File: src/rtl/bcm_map.vh
`ifndef BCM_MAP_VH
`define BCM_MAP_VH
// opcode second bytes (first byte is the extended-page prefix)
`define BCM_PREFIX          8'hED
`define BCM_OP_MUL_ADD      8'hC0
`define BCM_OP_MUL_SUB      8'hC8
`define BCM_OP_DEC_FIX_DST  8'h98
`define BCM_OP_INC_FIX_DST  8'h90
`define BCM_OP_DEC_SRC_PFX  8'hF8
`define BCM_OP_INC_SRC_PFX  8'hD0
`define BCM_OP_FIX_SRC_DEC  8'h18
`define BCM_OP_FIX_SRC_INC  8'h10
`define BCM_OP_LEG_DEC      8'hB8
`define BCM_OP_LEG_INC      8'hB0
// address step encodings
`define BCM_STEP_NONE       2'b00
`define BCM_STEP_INC        2'b01
`define BCM_STEP_DEC        2'b10
// states
`define BCM_ST_IDLE         3'h0
`define BCM_ST_RD_A         3'h1
`define BCM_ST_RD_B         3'h2
`define BCM_ST_CALC         3'h3
`define BCM_ST_WR           3'h4
`define BCM_ST_DONE         3'h5
`define BCM_ONE16           16'h0001
`define BCM_ZERO16          16'h0000
`endif

File: src/rtl/bcm_skid.v
`timescale 1ns/10ps
`default_nettype none
// ************************************************************
// two-entry buffer for the write stream
// ************************************************************
module bcm_skid #(
    parameter W = 26
) (
    input  wire         clk,
    input  wire         rst,
    input  wire         in_valid,
    output wire         in_ready,
    input  wire [W-1:0] in_data,
    output wire         out_valid,
    input  wire         out_ready,
    output wire [W-1:0] out_data
);
    reg [W-1:0] m0_r;
    reg [W-1:0] m1_r;
    reg [1:0]   cnt_r;
    wire push = in_valid && (cnt_r != 2'h2);
    wire pop  = out_ready && (cnt_r != 2'h0);
    assign in_ready  = (cnt_r != 2'h2);
    assign out_valid = (cnt_r != 2'h0);
    assign out_data  = m0_r;
    always @(posedge clk or posedge rst) begin
        if (rst) begin
            cnt_r <= 2'h0;
            m0_r  <= {W{1'b0}};
            m1_r  <= {W{1'b0}};
        end else begin
            // head shifts on pop; new word lands in first free slot
            if (pop) begin
                m0_r <= (cnt_r == 2'h2) ? m1_r : in_data;
                if (cnt_r == 2'h2 && push)
                    m1_r <= in_data;
            end else if (push) begin
                if (cnt_r == 2'h0)
                    m0_r <= in_data;
                else
                    m1_r <= in_data;
            end
            cnt_r <= cnt_r + {1'b0, push} - {1'b0, pop};
        end
    end
endmodule // bcm_skid
`default_nettype wire

File: src/rtl/bcm_exec.v
`timescale 1ns/10ps
`default_nettype none
`include "bcm_map.vh"
// Function
// - ten two-byte repeating opcodes decoded
// - multiply-add step, carry into alt pair
// - multiply-subtract step, borrow through carry
// - multiply: bump pointers, count down, repeat
// - legacy copies step both, prefix on destination
// - decrement source, fixed destination, prefix destination
// - increment source, fixed destination, prefix destination
// - both step, prefix applies to source
// - fixed source, stepping destination, prefix source
module bcm_exec (
    input  wire        core_clk,
    input  wire        sys_rst,
    input  wire        op_valid,
    input  wire [7:0]  op_prefix,
    input  wire [7:0]  op_code,
    input  wire        io_pfx_int,
    input  wire        io_pfx_ext,
    input  wire [15:0] counter_pair_in,
    input  wire [15:0] second_pair_in,
    input  wire [15:0] alt_second_pair_in,
    input  wire [15:0] third_pair_in,
    input  wire [15:0] first_index_in,
    input  wire [15:0] second_index_in,
    input  wire        carry_flag_in,
    output reg         op_accept,
    output reg         busy,
    output reg         done,
    output reg  [15:0] counter_pair,
    output reg  [15:0] second_pair,
    output reg  [15:0] alt_second_pair,
    output reg  [15:0] third_pair,
    output reg  [15:0] first_index,
    output reg  [15:0] second_index,
    output reg         carry_flag,
    output reg         overflow_flag,
    output reg         rd_req,
    output reg  [15:0] rd_addr,
    output reg         rd_io_int,
    output reg         rd_io_ext,
    input  wire        rd_ack,
    input  wire [7:0]  rd_data,
    output reg         wr_valid,
    input  wire        wr_ready,
    output reg  [15:0] wr_addr,
    output reg  [7:0]  wr_data,
    output reg         wr_io_int,
    output reg         wr_io_ext
);
    // ************************************************************
    // decode
    // ************************************************************
    reg        dec_hit;
    reg        dec_mul;
    reg        dec_sub;
    reg [1:0]  dec_src;
    reg [1:0]  dec_dst;
    reg        dec_pfx_src;
    always @* begin
        dec_hit     = (op_prefix == `BCM_PREFIX);
        dec_mul     = 1'b0;
        dec_sub     = 1'b0;
        dec_src     = `BCM_STEP_NONE;
        dec_dst     = `BCM_STEP_NONE;
        dec_pfx_src = 1'b0;
        case (op_code)
            `BCM_OP_MUL_ADD: dec_mul = 1'b1;
            `BCM_OP_MUL_SUB: begin
                dec_mul = 1'b1;
                dec_sub = 1'b1;
            end
            `BCM_OP_LEG_DEC: begin
                dec_src = `BCM_STEP_DEC;
                dec_dst = `BCM_STEP_DEC;
            end
            `BCM_OP_LEG_INC: begin
                dec_src = `BCM_STEP_INC;
                dec_dst = `BCM_STEP_INC;
            end
            `BCM_OP_DEC_FIX_DST: dec_src = `BCM_STEP_DEC;
            `BCM_OP_INC_FIX_DST: dec_src = `BCM_STEP_INC;
            `BCM_OP_DEC_SRC_PFX: begin
                dec_src     = `BCM_STEP_DEC;
                dec_dst     = `BCM_STEP_DEC;
                dec_pfx_src = 1'b1;
            end
            `BCM_OP_INC_SRC_PFX: begin
                dec_src     = `BCM_STEP_INC;
                dec_dst     = `BCM_STEP_INC;
                dec_pfx_src = 1'b1;
            end
            `BCM_OP_FIX_SRC_DEC: begin
                dec_dst     = `BCM_STEP_DEC;
                dec_pfx_src = 1'b1;
            end
            `BCM_OP_FIX_SRC_INC: begin
                dec_dst     = `BCM_STEP_INC;
                dec_pfx_src = 1'b1;
            end
            default: dec_hit = 1'b0;
        endcase
    end

    function [15:0] step;
        input [15:0] v;
        input [1:0]  s;
        begin
            case (s)
                `BCM_STEP_INC: step = v + `BCM_ONE16;
                `BCM_STEP_DEC: step = v - `BCM_ONE16;
                default:       step = v;
            endcase
        end
    endfunction

    // ************************************************************
    // sequencer
    // ************************************************************
    reg [2:0]  st_r;
    reg        mul_r;
    reg        sub_r;
    reg [1:0]  src_r;
    reg [1:0]  dst_r;
    reg        pfx_src_r;
    reg        pint_r;
    reg        pext_r;
    reg [7:0]  byte_a_r;
    reg [7:0]  byte_b_r;
    reg [7:0]  res_r;

    // product: b*de + de' + cy fits 24 bits
    wire [23:0] prod = byte_b_r * second_pair + {8'h00, alt_second_pair}
                       + {23'h000000, carry_flag};
    wire [24:0] sum  = {17'h00000, byte_a_r} + {1'b0, prod};
    wire [24:0] dif  = {17'h00000, byte_a_r} - {1'b0, prod};
    wire [24:0] mres = sub_r ? dif : sum;
    // the borrow of a subtract shows as the whole upper part going negative
    wire [15:0] cnt_dec = counter_pair - `BCM_ONE16;

    wire        buf_in_ready;
    wire        buf_out_valid;
    wire [25:0] buf_out_data;
    reg         buf_push;
    reg  [25:0] buf_word;

    bcm_skid #(.W(26)) u_buf (
        .clk       (core_clk),
        .rst       (sys_rst),
        .in_valid  (buf_push),
        .in_ready  (buf_in_ready),
        .in_data   (buf_word),
        .out_valid (buf_out_valid),
        .out_ready (wr_ready | ~wr_valid),
        .out_data  (buf_out_data)
    );

    always @(posedge core_clk or posedge sys_rst) begin
        if (sys_rst) begin
            wr_valid  <= 1'b0;
            wr_addr   <= 16'h0000;
            wr_data   <= 8'h00;
            wr_io_int <= 1'b0;
            wr_io_ext <= 1'b0;
        end else if (wr_ready | ~wr_valid) begin
            wr_valid  <= buf_out_valid;
            wr_addr   <= buf_out_data[25:10];
            wr_data   <= buf_out_data[9:2];
            wr_io_int <= buf_out_data[1];
            wr_io_ext <= buf_out_data[0];
        end
    end

    always @(posedge core_clk or posedge sys_rst) begin
        if (sys_rst) begin
            st_r <= `BCM_ST_IDLE;
            {mul_r, sub_r, pfx_src_r, pint_r, pext_r} <= 5'h00;
            src_r <= `BCM_STEP_NONE;
            dst_r <= `BCM_STEP_NONE;
            byte_a_r <= 8'h00;
            byte_b_r <= 8'h00;
            res_r <= 8'h00;
            op_accept <= 1'b0;
            busy <= 1'b0;
            done <= 1'b0;
            counter_pair <= 16'h0000;
            second_pair <= 16'h0000;
            alt_second_pair <= 16'h0000;
            third_pair <= 16'h0000;
            first_index <= 16'h0000;
            second_index <= 16'h0000;
            carry_flag <= 1'b0;
            overflow_flag <= 1'b0;
            rd_req <= 1'b0;
            rd_addr <= 16'h0000;
            rd_io_int <= 1'b0;
            rd_io_ext <= 1'b0;
            buf_push <= 1'b0;
            buf_word <= 26'h000_0000;
        end else begin
            op_accept <= 1'b0;
            done <= 1'b0;
            if (buf_push && buf_in_ready)
                buf_push <= 1'b0;
            case (st_r)
                `BCM_ST_IDLE: if (op_valid && dec_hit) begin
                    op_accept <= 1'b1;
                    busy <= 1'b1;
                    {mul_r, sub_r, pfx_src_r} <= {dec_mul, dec_sub, dec_pfx_src};
                    src_r <= dec_src;
                    dst_r <= dec_dst;
                    pint_r <= io_pfx_int;
                    pext_r <= io_pfx_ext;
                    counter_pair <= counter_pair_in;
                    second_pair <= second_pair_in;
                    alt_second_pair <= alt_second_pair_in;
                    third_pair <= third_pair_in;
                    first_index <= first_index_in;
                    second_index <= second_index_in;
                    carry_flag <= carry_flag_in;
                    st_r <= `BCM_ST_RD_A;
                end
                `BCM_ST_RD_A: begin
                    rd_req <= 1'b1;
                    rd_addr <= mul_r ? first_index : third_pair;
                    rd_io_int <= ~mul_r & pfx_src_r & pint_r;
                    rd_io_ext <= ~mul_r & pfx_src_r & pext_r;
                    if (rd_req && rd_ack) begin
                        rd_req <= 1'b0;
                        byte_a_r <= rd_data;
                        st_r <= mul_r ? `BCM_ST_RD_B : `BCM_ST_WR;
                    end
                end
                `BCM_ST_RD_B: begin
                    rd_req <= 1'b1;
                    rd_addr <= second_index;
                    rd_io_int <= 1'b0;
                    rd_io_ext <= 1'b0;
                    if (rd_req && rd_ack) begin
                        rd_req <= 1'b0;
                        byte_b_r <= rd_data;
                        st_r <= `BCM_ST_CALC;
                    end
                end
                `BCM_ST_CALC: begin
                    res_r <= mres[7:0];
                    alt_second_pair <= mres[23:8];
                    carry_flag <= mres[24];
                    st_r <= `BCM_ST_WR;
                end
                `BCM_ST_WR: if (!buf_push || buf_in_ready) begin
                    // waits here while the buffer is full: receiver stall
                    buf_push <= 1'b1;
                    if (mul_r) begin
                        buf_word <= {third_pair, res_r, 2'b00};
                        third_pair <= third_pair + `BCM_ONE16;
                        first_index <= first_index + `BCM_ONE16;
                        second_index <= second_index + `BCM_ONE16;
                    end else begin
                        buf_word <= {second_pair, byte_a_r,
                                     ~pfx_src_r & pint_r, ~pfx_src_r & pext_r};
                        third_pair <= step(third_pair, src_r);
                        second_pair <= step(second_pair, dst_r);
                    end
                    counter_pair <= cnt_dec;
                    overflow_flag <= (cnt_dec != `BCM_ZERO16);
                    st_r <= (cnt_dec == `BCM_ZERO16) ? `BCM_ST_DONE : `BCM_ST_RD_A;
                end
                `BCM_ST_DONE: if (!buf_push && !buf_out_valid && !wr_valid) begin
                    busy <= 1'b0;
                    done <= 1'b1;
                    st_r <= `BCM_ST_IDLE;
                end
                default: st_r <= `BCM_ST_IDLE;
            endcase
        end
    end
endmodule // bcm_exec
`default_nettype wire

File: config.mk
export PLATFORM = sky130hd
export DESIGN_NAME = bcm_exec
export DESIGN_NICKNAME = d
export VERILOG_FILES = /design/src/rtl/bcm_skid.v /design/src/rtl/bcm_exec.v
export VERILOG_INCLUDE_DIRS = /design/src /design/src/rtl
export SDC_FILE = /design/constraint.sdc
export NUM_CORES = 1
export LEC_CHECK = 0
export BUFFER_PORTS_ARGS = -buffer_cell sky130_fd_sc_hd__buf_2
export CORE_MARGIN = 2
export CORE_UTILIZATION = 53
export DETAILED_ROUTE_END_ITERATION = 10
export GPL_ROUTABILITY_DRIVEN = 0
export PLACE_DENSITY = 0.78
export SLEW_MARGIN = 20
export SYNTH_ARGS = -nofsm -noshare
export SYNTH_HDL_FRONTEND = slang
export SYNTH_SLANG_ARGS = --single-unit
File: constraint.sdc
create_clock -name core_clk -period 8.15 [get_ports core_clk]
set_input_delay 0.815 -clock core_clk [delete_from_list [all_inputs] [get_ports core_clk]]
set_output_delay 0.815 -clock core_clk [all_outputs]
set_load 0.02 [all_outputs]
* Yosys cells after proc, flatten, opt, wreduce, memory -nomap -nowiden
Index checks and enable logic that the tools add are counted.
** Operators by class
- Add/subtract/negate cells :: 13
- Multiply operators :: 1
- Div/mod/pow operators :: 0
- Magnitude comparators :: 0
- Equal/unequal tests :: 33
- Shift-type cells :: 0
- Mux-type cells :: 64
- Bitwise gates (word level) :: 9
- Reductions and logical operators :: 43
** Operators by type and width (count)
- $pmux 16 s2 :: 9
- $mux 16 :: 16
- $mux 26 :: 9
- $eq 8x8->1 const B :: 9
- $add 16x1->16 const B :: 4
- $sub 16x1->16 const B :: 3
- $add 8x24->25 :: 1
- $mux 25 :: 1
- $sub 8x24->25 :: 1
- $add 24x1->24 :: 1
- $add 24x16->24 :: 1
- $mul 8x16->24 :: 1
- $mux 3 :: 7
- $ne 2x2->1 const B :: 9
- $pmux 3 s6 :: 1
- $eq 8x5->1 const B :: 2
- $logic_not 16->1 :: 1
- $reduce_bool 16->1 :: 1
- $mux 1 :: 15
- $reduce_bool 2->1 :: 7
- $reduce_and 2->1 :: 6
- $reduce_or 3->1 :: 4
- $reduce_and 5->1 :: 2
- $reduce_or 10->1 :: 1
- 24 further kinds :: 51
** Storage, ports and cells
- Flip-flop bits (word level) :: 264
- Bits in latches :: 0
- Memory bits (writable) :: 0
- ROM bits :: 0
- Bits of input ports :: 128
- Output and inout bits :: 147
- Word-level logic and storage cells :: 199
- Memories :: 0

* Logic depth before layout (Yosys ltp)
- Word-level depth :: 6
- Mapped depth :: 25
- Gate-level depth less buffers :: 23

* Modules after synthesis
A second synthesis with hierarchy kept.
** Second synthesis, totals
- Cell total of the unflattened synthesis :: 2203
- Area, all modules :: 19678.9 µm²
** Modules (own cells, without submodules)
- bcm_exec :: instances 1, cells an instance 2023, area an instance 17181.5 µm², sequential area each 5255.0 µm²
- bcm_skid :: instances 1, cells an instance 180, area an instance 2497.4 µm², sequential area each 1351.3 µm²

* Worst setup path before layout
OpenSTA, ideal clock, no wires.
- Path kind :: register -> register
- Start :: register byte_b_r[1]
- End :: register carry_flag
- Library setup time :: 96 ps
- Data arrival time :: 6325 ps
- Data required time :: 8054 ps
- Path slack :: 1729 ps
- Cell stages (with the launch flop) :: 25
- Path buffers :: 2
- Clock period less this slack :: 6421 ps
- Path through :: dfrtp_1 > clkbuf_1 > clkbuf_1 > nand2_1 > fa_1 > inv_1 > fa_1 > ha_1 > inv_1 > fa_1 > inv_1 > fa_1 > xor2_1 > or4_4 > and2_1 > xnor2_1 > ha_1 > inv_1 > o21bai_1 > a21oi_1 > or4b_4 > nor3b_4 > nand3_1 > o31a_1 > o31ai_1
** On the way
- Word-level cells in the longest chain between the ends :: 6
- Elaborated cells on any way between the ends :: 7
- Those cells by class :: add/sub: 4; mul: 1; mux: 2
** RTL lines
- from (decl) :: line bcm_exec.v:131 : reg [7:0] byte_b_r;
- from (signal assigned) :: line bcm_exec.v:243 : byte_b_r <= rd_data;
- $mul 8x16->24 (*) :: line bcm_exec.v:135 : wire [23:0] prod = byte_b_r * second_pair + {8'h00, alt_second_pair}
- $add 24x16->24 (*) :: line bcm_exec.v:135
- $add 24x1->24 (*) :: line bcm_exec.v:136 : + {23'h000000, carry_flag};
- $add 8x24->25 or $sub 8x24->25 (tied branches) :: line bcm_exec.v:137, bcm_exec.v:138
- $mux 25 (*) :: line bcm_exec.v:139 : wire [24:0] mres = sub_r ? dif : sum;
- $pmux 1 s2 (*) :: line bcm_exec.v:207 : case (st_r)
- to (signal assigned) :: line bcm_exec.v:222 : carry_flag <= carry_flag_in;
- to (signal assigned) :: line bcm_exec.v:250 : carry_flag <= mres[24];
- to (decl) :: line bcm_exec.v:38 : output reg carry_flag,
Every way passes the cells marked *; elsewhere a longest branch is shown, timed or not.
A chain may end at the register's enable or synchronous reset.

* Worst setup path in the final report
- Start :: register byte_b_r[4]
- End :: register alt_second_pair[15]
** On the way
- Word-level cells in the longest chain between the ends :: 6
- Elaborated cells on any way between the ends :: 7
- Those cells by class :: add/sub: 4; mul: 1; mux: 2
** RTL lines
- $mul 8x16->24 (*) :: line bcm_exec.v:135
- $add 24x16->24 (*) :: line bcm_exec.v:135
- $add 24x1->24 (*) :: line bcm_exec.v:136
- $add 8x24->25 or $sub 8x24->25 (tied branches) :: line bcm_exec.v:137, bcm_exec.v:138
- $mux 25 (*) :: line bcm_exec.v:139
- $pmux 16 s2 (*) :: line bcm_exec.v:207
- to (signal assigned) :: line bcm_exec.v:218 : alt_second_pair <= alt_second_pair_in;
- to (signal assigned) :: line bcm_exec.v:249 : alt_second_pair <= mres[23:8];
- to (decl) :: line bcm_exec.v:34 : output reg [15:0] alt_second_pair,
Marks and branches as above.

==> impl_results.md <==
* Status: finished, final reports clean
* CTS Hold Bufs at 0
* Yosys top cell area share at 33.8%
* WL/cell at 18.5 µm
* RSZ-0062 raised after global routing: false
* Critical Path Sink Type: flop
* Largest net degree at the start of global routing at 109
* Max_cap viols at 0
* CTS Buf Count at 31
* Setup slack at placement at 1.45 ns
* Die H at 196 µm
* Clk buf depth at 3
* Fin Clk Skew at 0.00985 ns
* Post-detail-place hpwl at 40400 µm
* Clock latency on the worst-skew pair at 0.58 ns
* Crit Path Class: flop to flop
* Vias in the first global route at 16400
* Share of layout cells above drive strength 1 at 17.9%
* Worst reg2reg setup slack at 1.32 ns
* EDFF count, synth at 0
* # DRC at 0
* Rel. slew slack at 32.4%
* Post-layout util at 61.3%
* CTS Sinks at 264
* Metal2 WL at 25300 µm
* DR iter-0 viols at 1595
* Main synth FF type: dfrtp_1
* Hold/Removal Path Class: input port to asynchronous set/reset pin
* PortBufs at 274
* Startpoint Class: flop
* Max Fanout on Critical Path at 17
* Final setup vio count at 0
* Wire length on met3 at 4120 µm
* Cts repair resizes at 0
* Chip Width at 196 µm
* Req. time, crit path at 8.63 ns
* Synthesis warning total at 0
* Synthesized instance count at 2250
* Root buffer cell: clkbuf_16
* Hold Fails Final Rpt at 0
* Boundary pin count at 275
* GRT overflow at 0
* Top sig layer: met5
* Asr flop ratio synth at 100%
* Syn nets at 2557
* Syn Area/Cell at 8.68 µm²
* Worst hold margin at 0.378 ns
* M1 WL at 22800 µm
* Rows at 70
* CTS tree: done
* Nets@finish at 2758
* Final TNS setup at 0 ns
* DRT Pass-1 Iters at 8
* Initial Util at 53.6%
* Ranking of synthesized cells by area: dfrtp_1, fa_1, nand2_1
* DRT Wirelength at 54600 µm
* Final worst setup slack at 1.32 ns
* Critical Path AT at 7.31 ns
* DR vias/cell at 5.88
* Fmax at 0.146 GHz
* Initial antenna violation count at 11
* Tcrit/Tclk final at 83.8%
* Synthesized area at 19500 µm²
* Syn-to-layout area delta at 14.3%
* Worst Max-Slew Pin Slew at 1.01 ns
* Beginning of the worst register-to-register path: byte_b_r[4]$_DFFE_PP0P_
* Die area at 38400 µm²
* Reg2reg path depth at 19
* Area leader, netlist: dfrtp_1
* Final min period at 6.83 ns
* GRT Total Usage at 28.0%
* First-pass GRT wire length at 86600 µm
* Worst R2R End: alt_second_pair[15]$_DFFE_PP0P_
* Antenna viol nets, final at 0
* Routed vias at 17400
* Yosys reg bits at 264
* Pins Over Slew Limit at 0
* Htree depth at 1
* Synth cell types at 97
* Core area at 36400 µm²
* Reg clk slew, reported paths at 0.06 ns
* Post-CTS Repair Setup Buffers at 0
* Seq/Total Area, Yosys at 33.8%
## cells in the final DEF (no fill, tap or decap), drive strengths merged, types with 12 or more instances in the layout
| cell type | netlist | final |
|---|---|---|
| o22ai | 38 | 38 |
| nor2 | 136 | 136 |
| nand2 | 361 | 361 |
| o211ai | 12 | 12 |
| inv | 181 | 184 |
| clkbuf | 110 | 40 |
| nor3 | 35 | 35 |
| nand4 | 12 | 12 |
| mux2i | 71 | 71 |
| nand3 | 48 | 48 |
| fa | 103 | 103 |
| xnor2 | 37 | 37 |
| a22oi | 14 | 14 |
| dfrtp | 264 | 264 |
| mux2 | 46 | 46 |
| buf | 13 | 291 |
| o21ai | 184 | 184 |
| a21oi | 184 | 184 |
| ha | 76 | 76 |
| a31oi | 18 | 18 |
| a21o | 12 | 12 |
| and2 | 93 | 93 |
| xor2 | 25 | 25 |
| and3 | 14 | 14 |
| nor2b | 17 | 17 |
## per-layer routing
layer	vias to the layer above	track usage, %
li1	8091	-
met1	8397	39.0
met2	695	44.2
met3	159	4.06
met4	8	11.5
met5	-	0
## synth_stat cells (37+ instances only)
cell type,instances
mux2_2,46
clkbuf_1,108
xnor2_1,37
nor2_1,136
nand2_1,360
fa_1,103
inv_1,181
o21ai_0,180
mux2i_1,71
and2_1,91
nand3_1,46
a21oi_1,183
dfrtp_1,264
o22ai_1,38
ha_1,76
## cell families (layout without fill, tap and decap cells)
logic type | after synthesis | after routing | synth area share [%]
xor+xnor | 62 | 62 | 2.82
mux | 117 | 117 | 6.29
fa+ha+maj | 179 | 179 | 15.4
compound gates | 537 | 537 | 16.6
simple gates | 786 | 786 | 19.0
other cells | 0 | 7 | 0
buf+inv | 305 | 530 | 6.02
flops | 264 | 264 | 33.8
## sequential cells by signal (all words and copies together), names as in the netlist, 2 cells and up
name and count:
buf_word 26, u_buf.m1_r 26, src_r 2, res_r 8, st_r 3, second_pair 16
alt_second_pair 16, first_index 16, u_buf.out_data 26, rd_addr 16, dst_r 2, counter_pair 16
third_pair 16, u_buf.cnt_r 2, byte_a_r 8, wr_addr 16, second_index 16, wr_data 8
byte_b_r 8
## through the flow
step	cells	instance area, µm²
6_report	2950	22300
5_1_grt	2950	22300
4_1_cts	2942	22300
3_5_place_dp	2885	21200
3_3_place_gp	2885	21200
2_1_floorplan	2250	19500
## how the worst max path moves through the flow
stage / startpoint / endpoint / slack [ns] / cells after the start
after detailed placement: byte_b_r[4]$_DFFE_PP0P_ / alt_second_pair[15]$_DFFE_PP0P_ / 1.45 / 19
after global placement: byte_b_r[1]$_DFFE_PP0P_ / carry_flag$_DFFE_PP0P_ / 1.61 / 22
after global routing: byte_b_r[4]$_DFFE_PP0P_ / carry_flag$_DFFE_PP0P_ / 1.00 / 19
after floorplan: sys_rst / alt_second_pair[0]$_DFFE_PP0P_ / 0.07 / 1
after CTS: byte_b_r[4]$_DFFE_PP0P_ / alt_second_pair[15]$_DFFE_PP0P_ / 1.41 / 19
final: byte_b_r[4]$_DFFE_PP0P_ / alt_second_pair[15]$_DFFE_PP0P_ / 1.32 / 19
## worst max-delay path, stage by stage, from the launching register on
cell       delay (ns)
dfrtp_1          0.59
and2_1           0.30
fa_1             0.56
inv_1            0.06
fa_1             0.49
fa_1             0.53
fa_1             0.54
inv_1            0.04
ha_1             0.39
a2111oi_2        0.41
o21ai_2          0.15
a2111oi_2        0.53
nor2_1           0.22
o211ai_1         0.48
a31oi_1          0.17
a31oi_1          0.23
xor2_1           0.30
nand3_2          0.19
o31a_1           0.33
o31ai_1          0.22
## cell type report
class | instances | area (µm²)
Fill cell | 3095 | 14100
Multi-Input combinational cell | 1681 | 11800
Sequential cell | 264 | 6610
Timing Repair Buffer | 291 | 1530
Clock buffer | 40 | 870
Inverter | 182 | 691
Tap cell | 468 | 586
Clock inverter | 17 | 246
Antenna cell | 7 | 17.5
Power is not shown: default switching activity piles up to over one toggle a cycle in this logic, so the estimate is an artifact.
